**config.mk**
```make
export PLATFORM = sky130hd
export DESIGN_NAME = csc_top
export DESIGN_NICKNAME = d
export VERILOG_FILES = /design/src/csc_pkg.sv /design/src/csc_sync.sv /design/src/csc_tick.sv /design/src/csc_top.sv
export SDC_FILE = /design/constraint.sdc
export NUM_CORES = 1
export LEC_CHECK = 0
export BUFFER_PORTS_ARGS = -buffer_cell sky130_fd_sc_hd__buf_4
export CORE_ASPECT_RATIO = 1.5
export CORE_UTILIZATION = 40
export CTS_CLUSTER_DIAMETER = 120
export CTS_CLUSTER_SIZE = 28
export DETAILED_ROUTE_END_ITERATION = 8
export REMOVE_ABC_BUFFERS = 1
export SYNTH_ARGS = -nofsm -noshare
export SYNTH_HDL_FRONTEND = slang
export SYNTH_SLANG_ARGS = --single-unit
```
**constraint.sdc**
```tcl
create_clock -name i_clk -period 4.2 [get_ports i_clk]
set_input_delay 0.42 -clock i_clk [delete_from_list [all_inputs] [get_ports i_clk]]
set_output_delay 0.42 -clock i_clk [all_outputs]
set_load 0.01 [all_outputs]
```
**src/csc_pkg.sv**
```systemverilog
// constants shared by the charger supervisor control block
package csc_pkg;
  // register map, power manager bus byte offset
  localparam logic [7:0] BUCK_CTRL_ADDR = 8'h3e;
  localparam logic [7:0] BUCK_CTRL_RST  = 8'h80;
  // field positions of charger_buck_control
  localparam int BUCK_ILIM_LSB = 0;
  localparam int BUCK_ILIM_MSB = 3;
  localparam int BUCK_EN_BIT   = 4;
  localparam int BUCK_LP_BIT   = 5;
  localparam int USB_AUTO_BIT  = 6;
  localparam int THERM_EN_BIT  = 7;
  // backup charger code ranges
  localparam logic [4:0] BKP_VOLT_MAX_CODE = 5'h14;
  // timing
  localparam int CLK_MHZ           = 10;
  localparam int CUR_STEP_US       = 1000;
  localparam int TIMER_TICK_MS     = 1000;
  localparam int CUR_STEP_CYCLES   = CUR_STEP_US * CLK_MHZ;
  localparam int TIMER_TICK_CYCLES = TIMER_TICK_MS * 1000 * CLK_MHZ;
  // pin synchroniser width
  localparam int NUM_PINS = 13;
  // battery switch positions
  typedef enum logic [1:0] {
    SW_OPEN,
    SW_RAIL,
    SW_BACKUP
  } csc_sw_state_t;
endpackage : csc_pkg

```
**src/csc_sync.sv**
```systemverilog
// two-stage synchroniser for a group of pin levels
`timescale 1ns/1ns
module csc_sync #(
  parameter int WIDTH = 1
) (
  input  wire logic             i_clk,
  input  wire logic             i_resetn,
  input  wire logic [WIDTH-1:0] i_async,
  output logic      [WIDTH-1:0] o_sync
);
  logic [WIDTH-1:0] meta;

  // first stage feeds only the second stage
  always_ff @(posedge i_clk) begin
    if (!i_resetn) begin
      meta   <= '0;
      o_sync <= '0;
    end else begin
      meta   <= i_async;
      o_sync <= meta;
    end
  end
endmodule : csc_sync

```
**src/csc_tick.sv**
```systemverilog
// free running divider giving one pulse every CYCLES clocks
`timescale 1ns/1ns
module csc_tick #(
  parameter int CYCLES = 10
) (
  input  wire logic i_clk,
  input  wire logic i_resetn,
  input  wire logic i_clear,
  output logic      o_tick
);
  localparam int CW = (CYCLES > 1) ? $clog2(CYCLES) : 1;
  logic [CW-1:0] cnt;

  // clear restarts the interval so the first tick is a full period away
  always_ff @(posedge i_clk) begin
    if (!i_resetn || i_clear) begin
      cnt    <= '0;
      o_tick <= 1'b0;
    end else if (cnt == CW'(CYCLES - 1)) begin
      cnt    <= '0;
      o_tick <= 1'b1;
    end else begin
      cnt    <= cnt + 1'b1;
      o_tick <= 1'b0;
    end
  end
endmodule : csc_tick

```
**src/csc_top.sv**
```systemverilog
// charger supervisor: charge current control, active diode, safety timer, backup charger, battery switch
`timescale 1ns/1ns
module csc_top #(
  parameter int CUR_STEP_CYCLES   = csc_pkg::CUR_STEP_CYCLES,
  parameter int TIMER_TICK_CYCLES = csc_pkg::TIMER_TICK_CYCLES,
  parameter int TIMER_W           = 8
) (
  input  wire logic               i_clk,
  input  wire logic               i_resetn,
  // register access from the power manager bus
  input  wire logic               i_reg_wr,
  input  wire logic               i_reg_rd,
  input  wire logic [7:0]         i_reg_addr,
  input  wire logic [7:0]         i_reg_wdata,
  output logic      [7:0]         o_reg_rdata,
  // analog comparator pins
  input  wire logic               i_power_on_reset_n,
  input  wire logic               i_rail_below_low,
  input  wire logic               i_rail_above_high,
  input  wire logic               i_buck_in_limit,
  input  wire logic               i_rail_below_bat,
  input  wire logic               i_charger_present,
  input  wire logic               i_rail_warn,
  input  wire logic               i_bkp_at_target,
  input  wire logic               i_bkp_cur_low,
  input  wire logic               i_bkp_below_resume,
  input  wire logic               i_rail_above_bkp,
  input  wire logic               i_rail_below_bkp_margin,
  input  wire logic               i_bat_above_bkp,
  // configuration from charger logic on this clock
  input  wire logic               i_charge_request,
  input  wire logic               i_fast_mode,
  input  wire logic [5:0]         i_ichg_set,
  input  wire logic [5:0]         i_thermal_ichg,
  input  wire logic [TIMER_W-1:0] i_timer_period,
  input  wire logic               i_timer_fixed,
  input  wire logic               i_ext_fet_cfg,
  input  wire logic [3:0]         i_usb_input_current_setting,
  input  wire logic [3:0]         i_bkp_cur_code,
  input  wire logic [4:0]         i_bkp_volt_code,
  input  wire logic               i_bkp_target_below_core,
  input  wire logic               i_auto_switch_dis,
  // outputs
  output logic [5:0]              o_ichg_eff,
  output logic                    o_charge_en,
  output logic                    o_timer_irq,
  output logic                    o_rail_warn_irq,
  output logic                    o_active_diode_en,
  output logic                    o_ext_fet_en,
  output logic [3:0]              o_buck_ilim_code,
  output logic                    o_buck_en,
  output logic                    o_buck_lp,
  output logic                    o_dline_sense_en,
  output logic [3:0]              o_bkp_cur_code,
  output logic [4:0]              o_bkp_volt_code,
  output logic                    o_bkp_charge_en,
  output logic                    o_vref_to_bkp,
  output logic                    o_vref_to_rail
);
  logic [csc_pkg::NUM_PINS-1:0] pins_s;
  logic                         por_s;
  logic                         low_s;
  logic                         high_s;
  logic                         lim_s;
  logic                         below_bat_s;
  logic                         chg_s;
  logic                         warn_s;
  logic                         at_tgt_s;
  logic                         cur_low_s;
  logic                         resume_s;
  logic                         above_bkp_s;
  logic                         below_bkp_s;
  logic                         bat_above_s;
  logic                         chg_d;
  logic                         warn_d;
  logic                         req_d;
  logic                         step_tick;
  logic                         timer_tick;
  logic [7:0]                   ctrl;
  logic [5:0]                   target;
  logic                         dec_cond;
  logic                         inc_cond;
  logic                         timer_run;
  logic                         expired;
  logic                         expire_pulse;
  logic [TIMER_W-1:0]           tcnt;
  logic [5:0]                   denom;
  logic [5:0]                   floor_rate;
  logic [5:0]                   rate;
  logic [6:0]                   acc;
  logic [6:0]                   acc_sum;
  logic                         bkp_suspended;
  logic                         inhibit;
  csc_pkg::csc_sw_state_t       sw_state;

  // every comparator pin is asynchronous to i_clk
  csc_sync #(
    .WIDTH (csc_pkg::NUM_PINS)
  ) u_sync (
    .i_clk    (i_clk),
    .i_resetn (i_resetn),
    .i_async  ({i_power_on_reset_n, i_rail_below_low, i_rail_above_high, i_buck_in_limit,
                i_rail_below_bat, i_charger_present, i_rail_warn, i_bkp_at_target,
                i_bkp_cur_low, i_bkp_below_resume, i_rail_above_bkp,
                i_rail_below_bkp_margin, i_bat_above_bkp}),
    .o_sync   (pins_s)
  );

  assign {por_s, low_s, high_s, lim_s, below_bat_s, chg_s, warn_s, at_tgt_s,
          cur_low_s, resume_s, above_bkp_s, below_bkp_s, bat_above_s} = pins_s;

  // charge current step interval
  csc_tick #(
    .CYCLES (CUR_STEP_CYCLES)
  ) u_step_tick (
    .i_clk    (i_clk),
    .i_resetn (i_resetn),
    .i_clear  (1'b0),
    .o_tick   (step_tick)
  );

  // safety timer base, restarted with each charge so periods are whole
  csc_tick #(
    .CYCLES (TIMER_TICK_CYCLES)
  ) u_timer_tick (
    .i_clk    (i_clk),
    .i_resetn (i_resetn),
    .i_clear  (i_charge_request && !req_d),
    .o_tick   (timer_tick)
  );

  // edge history for attach, warning and charge request
  always_ff @(posedge i_clk) begin
    if (!i_resetn) begin
      chg_d  <= 1'b0;
      warn_d <= 1'b0;
      req_d  <= 1'b0;
    end else begin
      chg_d  <= chg_s;
      warn_d <= warn_s;
      req_d  <= i_charge_request;
    end
  end

  // charger_buck_control; attach sets the enable over a host write
  always_ff @(posedge i_clk) begin
    if (!i_resetn) begin
      ctrl <= csc_pkg::BUCK_CTRL_RST;
    end else begin
      if (i_reg_wr && i_reg_addr == csc_pkg::BUCK_CTRL_ADDR) begin
        ctrl <= i_reg_wdata;
      end
      if (chg_s && !chg_d) begin
        ctrl[csc_pkg::BUCK_EN_BIT] <= 1'b1;
      end else if (!chg_s) begin
        ctrl[csc_pkg::BUCK_EN_BIT] <= 1'b0;
      end
      if (i_charge_request && !req_d) begin
        ctrl[csc_pkg::BUCK_LP_BIT] <= 1'b0; // low power cleared on charge start
      end
    end
  end

  // read data held until the next read; unmapped reads give zero
  always_ff @(posedge i_clk) begin
    if (!i_resetn) begin
      o_reg_rdata <= 8'h00;
    end else if (i_reg_rd) begin
      o_reg_rdata <= (i_reg_addr == csc_pkg::BUCK_CTRL_ADDR) ? ctrl : 8'h00;
    end
  end

  // buck limit selection; auto mode starts from the buck setting
  always_ff @(posedge i_clk) begin
    if (!i_resetn) begin
      o_buck_ilim_code <= 4'h0;
      o_buck_en        <= 1'b0;
      o_buck_lp        <= 1'b0;
      o_dline_sense_en <= 1'b0;
    end else begin
      o_buck_ilim_code <= ctrl[csc_pkg::USB_AUTO_BIT] ?
                          ctrl[csc_pkg::BUCK_ILIM_MSB:csc_pkg::BUCK_ILIM_LSB] :
                          i_usb_input_current_setting;
      o_dline_sense_en <= ctrl[csc_pkg::USB_AUTO_BIT];
      o_buck_en        <= ctrl[csc_pkg::BUCK_EN_BIT];
      o_buck_lp        <= ctrl[csc_pkg::BUCK_LP_BIT];
    end
  end

  // thermal cap only applies while thermal control is enabled
  always_comb begin
    target = i_ichg_set;
    if (ctrl[csc_pkg::THERM_EN_BIT] && i_thermal_ichg < i_ichg_set) begin
      target = i_thermal_ichg;
    end
    dec_cond = low_s && lim_s;
    inc_cond = high_s || !lim_s;
  end

  // charge current: one code per step so the current ramps rather than jumps
  always_ff @(posedge i_clk) begin
    if (!i_resetn) begin
      o_ichg_eff <= 6'h00;
    end else if (!o_charge_en) begin
      o_ichg_eff <= 6'h00;
    end else if (o_ichg_eff > target) begin
      o_ichg_eff <= target; // a lower setting applies at once
    end else if (step_tick) begin
      if (dec_cond && o_ichg_eff != 6'h00) begin
        o_ichg_eff <= o_ichg_eff - 6'h01;
      end else if (!dec_cond && inc_cond && o_ichg_eff < target) begin
        o_ichg_eff <= o_ichg_eff + 6'h01;
      end
    end
  end

  // active diode follows rail below battery, external fet optional
  always_ff @(posedge i_clk) begin
    if (!i_resetn) begin
      o_active_diode_en <= 1'b0;
      o_ext_fet_en      <= 1'b0;
    end else begin
      o_active_diode_en <= below_bat_s;
      o_ext_fet_en      <= below_bat_s && i_ext_fet_cfg;
    end
  end

  // timer rate: full rate unless fast charge is cut below half, floor is an eighth of the setting (at least 1)
  always_comb begin
    denom      = (i_ichg_set == 6'h00) ? 6'h01 : i_ichg_set;
    floor_rate = (denom[5:3] == 3'h0) ? 6'h01 : {3'h0, denom[5:3]};
    rate       = denom;
    if (i_fast_mode && !i_timer_fixed && {o_ichg_eff, 1'b0} < {1'b0, denom}) begin
      rate = (o_ichg_eff > floor_rate) ? o_ichg_eff : floor_rate;
    end
    acc_sum = acc + {1'b0, rate};
  end

  // safety timer, loaded on the rising charge request
  always_ff @(posedge i_clk) begin
    if (!i_resetn) begin
      timer_run    <= 1'b0;
      expired      <= 1'b0;
      expire_pulse <= 1'b0;
      tcnt         <= '0;
      acc          <= 7'h00;
    end else begin
      expire_pulse <= 1'b0;
      if (!i_charge_request) begin
        timer_run <= 1'b0;
        expired   <= 1'b0; // charging may start again on a new request
      end else if (!req_d) begin
        timer_run <= 1'b1;
        tcnt      <= i_timer_period;
        acc       <= 7'h00;
      end else if (timer_run && timer_tick) begin
        if (acc_sum >= {1'b0, denom}) begin
          acc <= acc_sum - {1'b0, denom};
          if (tcnt <= TIMER_W'(1)) begin
            tcnt         <= '0;
            timer_run    <= 1'b0;
            expired      <= 1'b1;
            expire_pulse <= 1'b1;
          end else begin
            tcnt <= tcnt - TIMER_W'(1);
          end
        end else begin
          acc <= acc_sum; // reduced current: the period stretches
        end
      end
    end
  end

  assign o_timer_irq = expire_pulse;
  assign o_charge_en = i_charge_request && !expired;

  // warning pulse on the rail supervision crossing, ahead of switch-over
  assign o_rail_warn_irq = warn_s && !warn_d;

  // backup charger settings and hysteresis
  always_ff @(posedge i_clk) begin
    if (!i_resetn) begin
      o_bkp_cur_code  <= 4'h0;
      o_bkp_volt_code <= 5'h00;
      bkp_suspended   <= 1'b0;
    end else begin
      o_bkp_cur_code  <= i_bkp_cur_code;
      o_bkp_volt_code <= (i_bkp_volt_code > csc_pkg::BKP_VOLT_MAX_CODE) ?
                         csc_pkg::BKP_VOLT_MAX_CODE : i_bkp_volt_code;
      if (resume_s) begin
        bkp_suspended <= 1'b0;
      end else if (at_tgt_s && cur_low_s) begin
        bkp_suspended <= 1'b1;
      end
    end
  end

  assign o_bkp_charge_en = por_s && !bkp_suspended;

  // battery switch; unpowered leaves the cell isolated
  assign inhibit = i_auto_switch_dis || i_bkp_target_below_core;

  always_ff @(posedge i_clk) begin
    if (!i_resetn) begin
      sw_state <= csc_pkg::SW_OPEN;
    end else if (!por_s) begin
      sw_state <= csc_pkg::SW_OPEN;
    end else begin
      case (sw_state)
        csc_pkg::SW_OPEN: begin
          if (below_bkp_s && !inhibit) begin
            sw_state <= csc_pkg::SW_BACKUP;
          end else begin
            sw_state <= csc_pkg::SW_RAIL;
          end
        end
        csc_pkg::SW_RAIL: begin
          if (below_bkp_s && !inhibit) begin
            sw_state <= csc_pkg::SW_BACKUP;
          end
        end
        csc_pkg::SW_BACKUP: begin
          if (bat_above_s || (above_bkp_s && chg_s) || inhibit) begin
            sw_state <= csc_pkg::SW_RAIL;
          end
        end
        default: sw_state <= csc_pkg::SW_OPEN;
      endcase
    end
  end

  assign o_vref_to_bkp  = (sw_state == csc_pkg::SW_BACKUP);
  assign o_vref_to_rail = (sw_state == csc_pkg::SW_RAIL);
endmodule : csc_top

```
Yosys cells after proc, flatten, opt, wreduce, memory -nomap -nowiden
Index checks and enable logic that the tools add are counted.

Bits in registers: 130. Bits of input ports: 72. Output and inout port bits: 38. Word-level logic and storage cells: 144.

Add/sub/neg operators: 7. Magnitude comparators: 8. Equal/unequal tests: 11. Mux-type cells: 33. Bitwise logic cells: 1. Reduce and logical (&&, ||, !) cells: 54.

Operator list (number): $mux W6 (8); $mux W8 (5); $add A24 B1 Y24 const B (1); $eq A24 B24 Y1 const B (1); $mux W7 (3); $logic_and A1 B1 Y1 (18); $add A14 B1 Y14 const B (1); $eq A14 B14 Y1 const B (1); $lt A6 B6 Y1 (2); $reduce_and A2 Y1 (6); $logic_not A1 Y1 (10); $mux W5 (2); $ne A2 B1 Y1 const B (5); $reduce_or A2 Y1 (5); $mux W1 (9); $eq A8 B6 Y1 const B (1); $le A8 B1 Y1 const B (1); $sub A8 B1 Y8 const B (1); $add A7 B6 Y7 (1); $ge A7 B6 Y1 (1); $lt A7 B6 Y1 (1); $sub A7 B6 Y7 (1); $add A6 B1 Y6 const B (1); $gt A6 B3 Y1 (1); 21 further kinds (28).

Depth between registers and ports, before layout
Depth after elaboration: 12. Mapped depth: 24. Mapped depth without buffers: 22.

Hierarchy
Synthesis repeated with hierarchy kept, for this count alone.

Cells, all modules: 721. Area total of the unflattened synthesis: 6676.4 um2.

Modules (own cells, without submodules): csc_top (instances 1, cells each 467, area an instance 4145.2 um2, sequential area each 1281.2 um2); csc_tick at u_timer_tick (instances 1, cells each 131, area an instance 1154.9 um2, sequential area each 500.5 um2); csc_sync (instances 1, cells each 54, area an instance 730.7 um2, sequential area each 520.5 um2); csc_tick at u_step_tick (instances 1, cells each 69, area an instance 645.6 um2, sequential area each 300.3 um2).

Worst setup path before layout
Ideal clock, no wire load.

Path kind: input to register. Start: input i_ichg_set[5]. End: register tcnt[2]. Setup time: 0.132 ns. Arrival: 4.143 ns. Required time: 4.068 ns. Setup slack: -0.075 ns. Cell stages on the path: 19. Buffers on the path: 1. Cells stage by stage: inv_1 -> ha_1 -> or4b_2 -> a21oi_1 -> nand2_1 -> mux2i_1 -> ha_1 -> inv_1 -> fa_1 -> nand2b_1 -> a21o_1 -> a21boi_0 -> ha_1 -> o21a_1 -> o31ai_2 -> a41o_1 -> buf_2 -> o21bai_1 -> a21oi_1.

Cells in the longest elaborated chain, start to end: 11. Elaborated cells on any way between the ends: 13. Those cells by class: add/sub: 1; order compare: 3; eq/ne: 1; mux: 4; reduce/logical: 4.

Ends and longest elaborated chain: from (decl) (line csc_top.sv:33) `input wire logic [5:0] i_ichg_set,`; $logic_not A6 Y1 (line csc_top.sv:230) `denom = (i_ichg_set == 6'h00) ? 6'h01 : i_ichg_set;`; $mux W6 * (line csc_top.sv:230); $logic_not A3 Y1 (line csc_top.sv:231) `floor_rate = (denom[5:3] == 3'h0) ? 6'h01 : {3'h0, denom[5:3]};`; $mux W3 (line csc_top.sv:231); $gt A6 B3 Y1 (line csc_top.sv:234) `rate = (o_ichg_eff > floor_rate) ? o_ichg_eff : floor_rate;`; $mux W6 (line csc_top.sv:234); $mux W6 (line csc_top.sv:233) `if (i_fast_mode && !i_timer_fixed && {o_ichg_eff, 1'b0} < {1'b0, denom}) begin`; $add A7 B6 Y7 (line csc_top.sv:236) `acc_sum = acc + {1'b0, rate};`; $ge A7 B6 Y1 * (line csc_top.sv:257) `if (acc_sum >= {1'b0, denom}) begin`; $ne A2 B1 Y1 (no source line) *; $reduce_and A3 Y1 (no source line) *; to (signal assigned) (line csc_top.sv:254) `tcnt <= i_timer_period;`; to (signal assigned) (line csc_top.sv:265) `tcnt <= tcnt - TIMER_W'(1);`; to (decl) (line csc_top.sv:86) `logic [TIMER_W-1:0] tcnt;`.

Mark *: on every way between the ends. The rest lies on a longest branch, timed or not. A chain may end at the register's enable or synchronous reset.

Worst setup path in the final report
Start: register o_ichg_eff[4]. End: register tcnt[2].

Cells in the longest elaborated chain, start to end: 7. Elaborated cells on any way between the ends: 9. Those cells by class: add/sub: 1; order compare: 3; eq/ne: 1; mux: 2; reduce/logical: 2.

Ends and longest elaborated chain: from (decl) (line csc_top.sv:44) `output logic [5:0] o_ichg_eff,`; from (signal assigned) (line csc_top.sv:207) `o_ichg_eff <= target;`; from (signal assigned) (line csc_top.sv:210) `o_ichg_eff <= o_ichg_eff - 6'h01;`; from (signal assigned) (line csc_top.sv:212) `o_ichg_eff <= o_ichg_eff + 6'h01;`; $gt A6 B3 Y1 / $lt A7 B6 Y1 (equally long branches) (line csc_top.sv:234, csc_top.sv:233); $mux W6 / $logic_and A1 B1 Y1 (equally long branches) (line csc_top.sv:234, csc_top.sv:233); $mux W6 * (line csc_top.sv:233); $add A7 B6 Y7 * (line csc_top.sv:236); $ge A7 B6 Y1 * (line csc_top.sv:257); $ne A2 B1 Y1 (no source line) *; $reduce_and A3 Y1 (no source line) *.

Marks and branches as above.

==> impl_results.md <==
* Die height at 156 µm
* Drt via density at 5.12
* CTS Buf Count at 17
* Fin worst setup slack at 0.190 ns
* WP data required at 4.49 ns
* Overall power at 3.19 mW
* Sequential share of the synthesized area at 0.412
* Num rows at 55
* Crit path max fanout at 8
* Initial antenna violation count at 0
* Number of I/O pins at 110
* Main synth FF type: dfxtp_1
* Setup violators final at 0
* R2R Setup Slk at 0.19 ns
* Grt total ovfl at 0
* Post-layout util at 0.555
* Post-layout min period at 4.01 ns
* Fraction of registers with async set/reset at 0
* Worst slack, placed at -0.359 ns
* Least-Margin Pin Slew at 0.868 ns
* Avg WL per Cell at 15.0 µm
* Setup Skew at 0.00779 ns
* Die ar. at 16300 µm²
* Via count at 5498
* # nets final at 976
* Number of remaining DRC errors at 0
* Reg-to-Reg End: tcnt[2]$_SDFFE_PN0P_
* Setup crit start kind: flop
* Port bufs at 109
* Clock Tree Buf Depth at 2
* FMAX at 249 MHz
* 1st-iter DRT viols at 210
* DR pass1 iterations at 4
* Routed WL at 16.1 mm
* Global-route wire length before repair at 26.2 mm
* Post-Syn Instances at 701
* Later-pin clock latency in the skew report at 0.42 ns
* Maximum VDD drop at 0.267 mV
* CTS sink count at 130
* Max-cap viol count at 0
* Distinct cells, synth at 63
* Hold Violations, Final at 0
* Setup TNS at 0 ns
* Total track usage at 0.204
* Period utilisation layout at 0.955
* Starting density of the core at 0.413
* Pwr dens at 376 nW/µm²
* End of the worst hold path: o_bkp_volt_code[3]$_SDFF_PP0_
* Worst Setup End Kind: flop
* Most frequent cells in the layout: 161 x buf_4, 129 x dfxtp_1, 66 x nor2_1
* Lkg Pwr at 3.71 nW
* Post-synth EDFFs at 0
* Crit. Startpoint: o_ichg_eff[4]$_SDFFE_PN0P_
* Most common cell after layout, fill and taps aside: buf_4
* Largest net degree at the start of global routing at 52
* Vias in the first global route at 5489
* Worst reg-to-reg path cell count at 17
* Min-delay worst type: in -> reg
* Yosys reg bits at 130
* Post-route antenna net violation count at 0
* Hold path depth at 2
* Total core area at 15300 µm²
* Hold_sp: i_bkp_volt_code[4]
* Critical Path AT at 4.30 ns
* H-tree depth at 4
* WS Path Type: reg -> reg
* Syn. warnings at 0
* Synth Cell Area at 6310 µm²
* Clock transition at path regs at 0.06 ns
* Die Span X at 105 µm
* CTS Root Cell: clkbuf_16
* Fin. max-slew vios at 0
* HPWL after detailed placement at 12.3 mm
* Share of cells above drive strength 1 at 0.266
* Syn_area_per_cell at 9.00 µm²
* Syn-to-layout area delta at 34.5%
* Hold-fix buffer count after cts at 0
* Status: complete, no violations
* CTS tree: yes
* Gpl congestion at 0.912
* R2R Path Start: o_ichg_eff[4]$_SDFFE_PN0P_
* Antenna fix cells at 0
* Slew headroom at 0.421
==> stage by stage <==
stage               instance area, µm²  hold WS, ns  cells
floorplan                         6220        0.373    679
global placement                  7710        0.378   1039
detailed placement                7710        0.382   1039
global route                      8480        0.172   1074
CTS                               8340        0.162   1071
finish                            8480        0.180   1074
==> cells in the mapped netlist (all sizes together), types with 12 or more instances <==
cell | n | area [µm²]
clkbuf | 15 | 56.3
nand2 | 44 | 165
xnor2 | 20 | 175
nand3 | 41 | 210
mux2i | 24 | 240
nor2b | 12 | 75.1
ha | 39 | 488
nor2 | 66 | 248
o21ai | 23 | 115
nand2b | 16 | 100
inv | 31 | 116
and3 | 14 | 87.6
and2 | 40 | 250
a21oi | 46 | 234
xor2 | 22 | 193
dfxtp | 130 | 2600
==> logic make-up after synthesis <==
logic type,count (synthesis),share of synthesized area
XOR/XNOR,42,0.0583
adder cells (fa/ha/maj),42,0.0869
AND/OR/NAND/NOR,278,0.229
buffers and inverters,54,0.0325
AO/OA/AOI/OAI,126,0.133
multiplexers,29,0.0470
flip-flops,130,0.412
==> registers in the layout, indices dropped and copies added (netlist names), 2 cells and up <==
name / cells
u_sync.meta: 13
sw_state: 2
o_reg_rdata: 8
tcnt: 8
u_step_tick.cnt: 14
acc: 7
u_timer_tick.cnt: 24
o_buck_ilim_code: 4
u_sync.o_sync: 13
o_bkp_cur_code: 4
o_bkp_volt_code: 5
ctrl: 8
o_ichg_eff: 6
==> where the power goes <==
group | leakage (nW) | switching, mW | internal (mW) | total [mW]
Combinational | 2.35 | 0.199 | 0.217 | 0.416
Sequential | 1.06 | 0.0188 | 1.26 | 1.28
Clock | 0.301 | 0.634 | 0.857 | 1.49
==> per-layer routing <==
| layer | global-route usage | part of all wire | vias up |
|---|---|---|---|
| met2 | 0.393 | 0.54 | 126 |
| met5 | 0 | 0 | - |
| li1 | - | - | 2766 |
| met1 | 0.218 | 0.40 | 2582 |
| met4 | 0.0782 | 0.020 | 0 |
| met3 | 0.0380 | 0.040 | 24 |
==> worst max path at each step <==
stage	end	slack, ns	cells after the start
after floorplan	tcnt[2]$_SDFFE_PN0P_	-0.07	18
after global placement	acc[5]$_SDFFE_PN0P_	-0.20	21
after detailed placement	tcnt[0]$_SDFFE_PN0P_	-0.36	21
after CTS	acc[1]$_SDFFE_PN0P_	0.02	17
after global routing	tcnt[7]$_SDFFE_PN0P_	-0.003	20
final	tcnt[2]$_SDFFE_PN0P_	0.19	17
==> critical path: stages, from the launching register on <==
cell	delay, ns
dfxtp_2	0.33
ha_1	0.20
or4b_4	0.49
a21oi_2	0.15
nand2_2	0.11
mux2i_2	0.18
ha_2	0.20
inv_1	0.05
fa_2	0.53
inv_2	0.05
ha_4	0.21
nor2b_1	0.13
o31a_1	0.32
o31ai_4	0.33
a41o_4	0.30
buf_12	0.12
o21bai_1	0.10
a21oi_1	0.08
==> timing repair <==
item | in CTS | in global routing
setup buffers | 0 | 2
gates cloned | 0 | 1
pin swaps | 2 | 12
setup endpoints to repair | 8 | 18
gates resized for setup | 5 | 21
==> cell type report <==
cell class	instances	area (µm²)
Fill cell	1414	6790
Clock buffer	17	425
Multi-Input combinational cell	517	3620
Inverter	32	120
Clock inverter	15	188
Tap cell	199	249
Sequential cell	130	2600
Timing Repair Buffer	164	1270
Power figures use the tool's default switching activity.
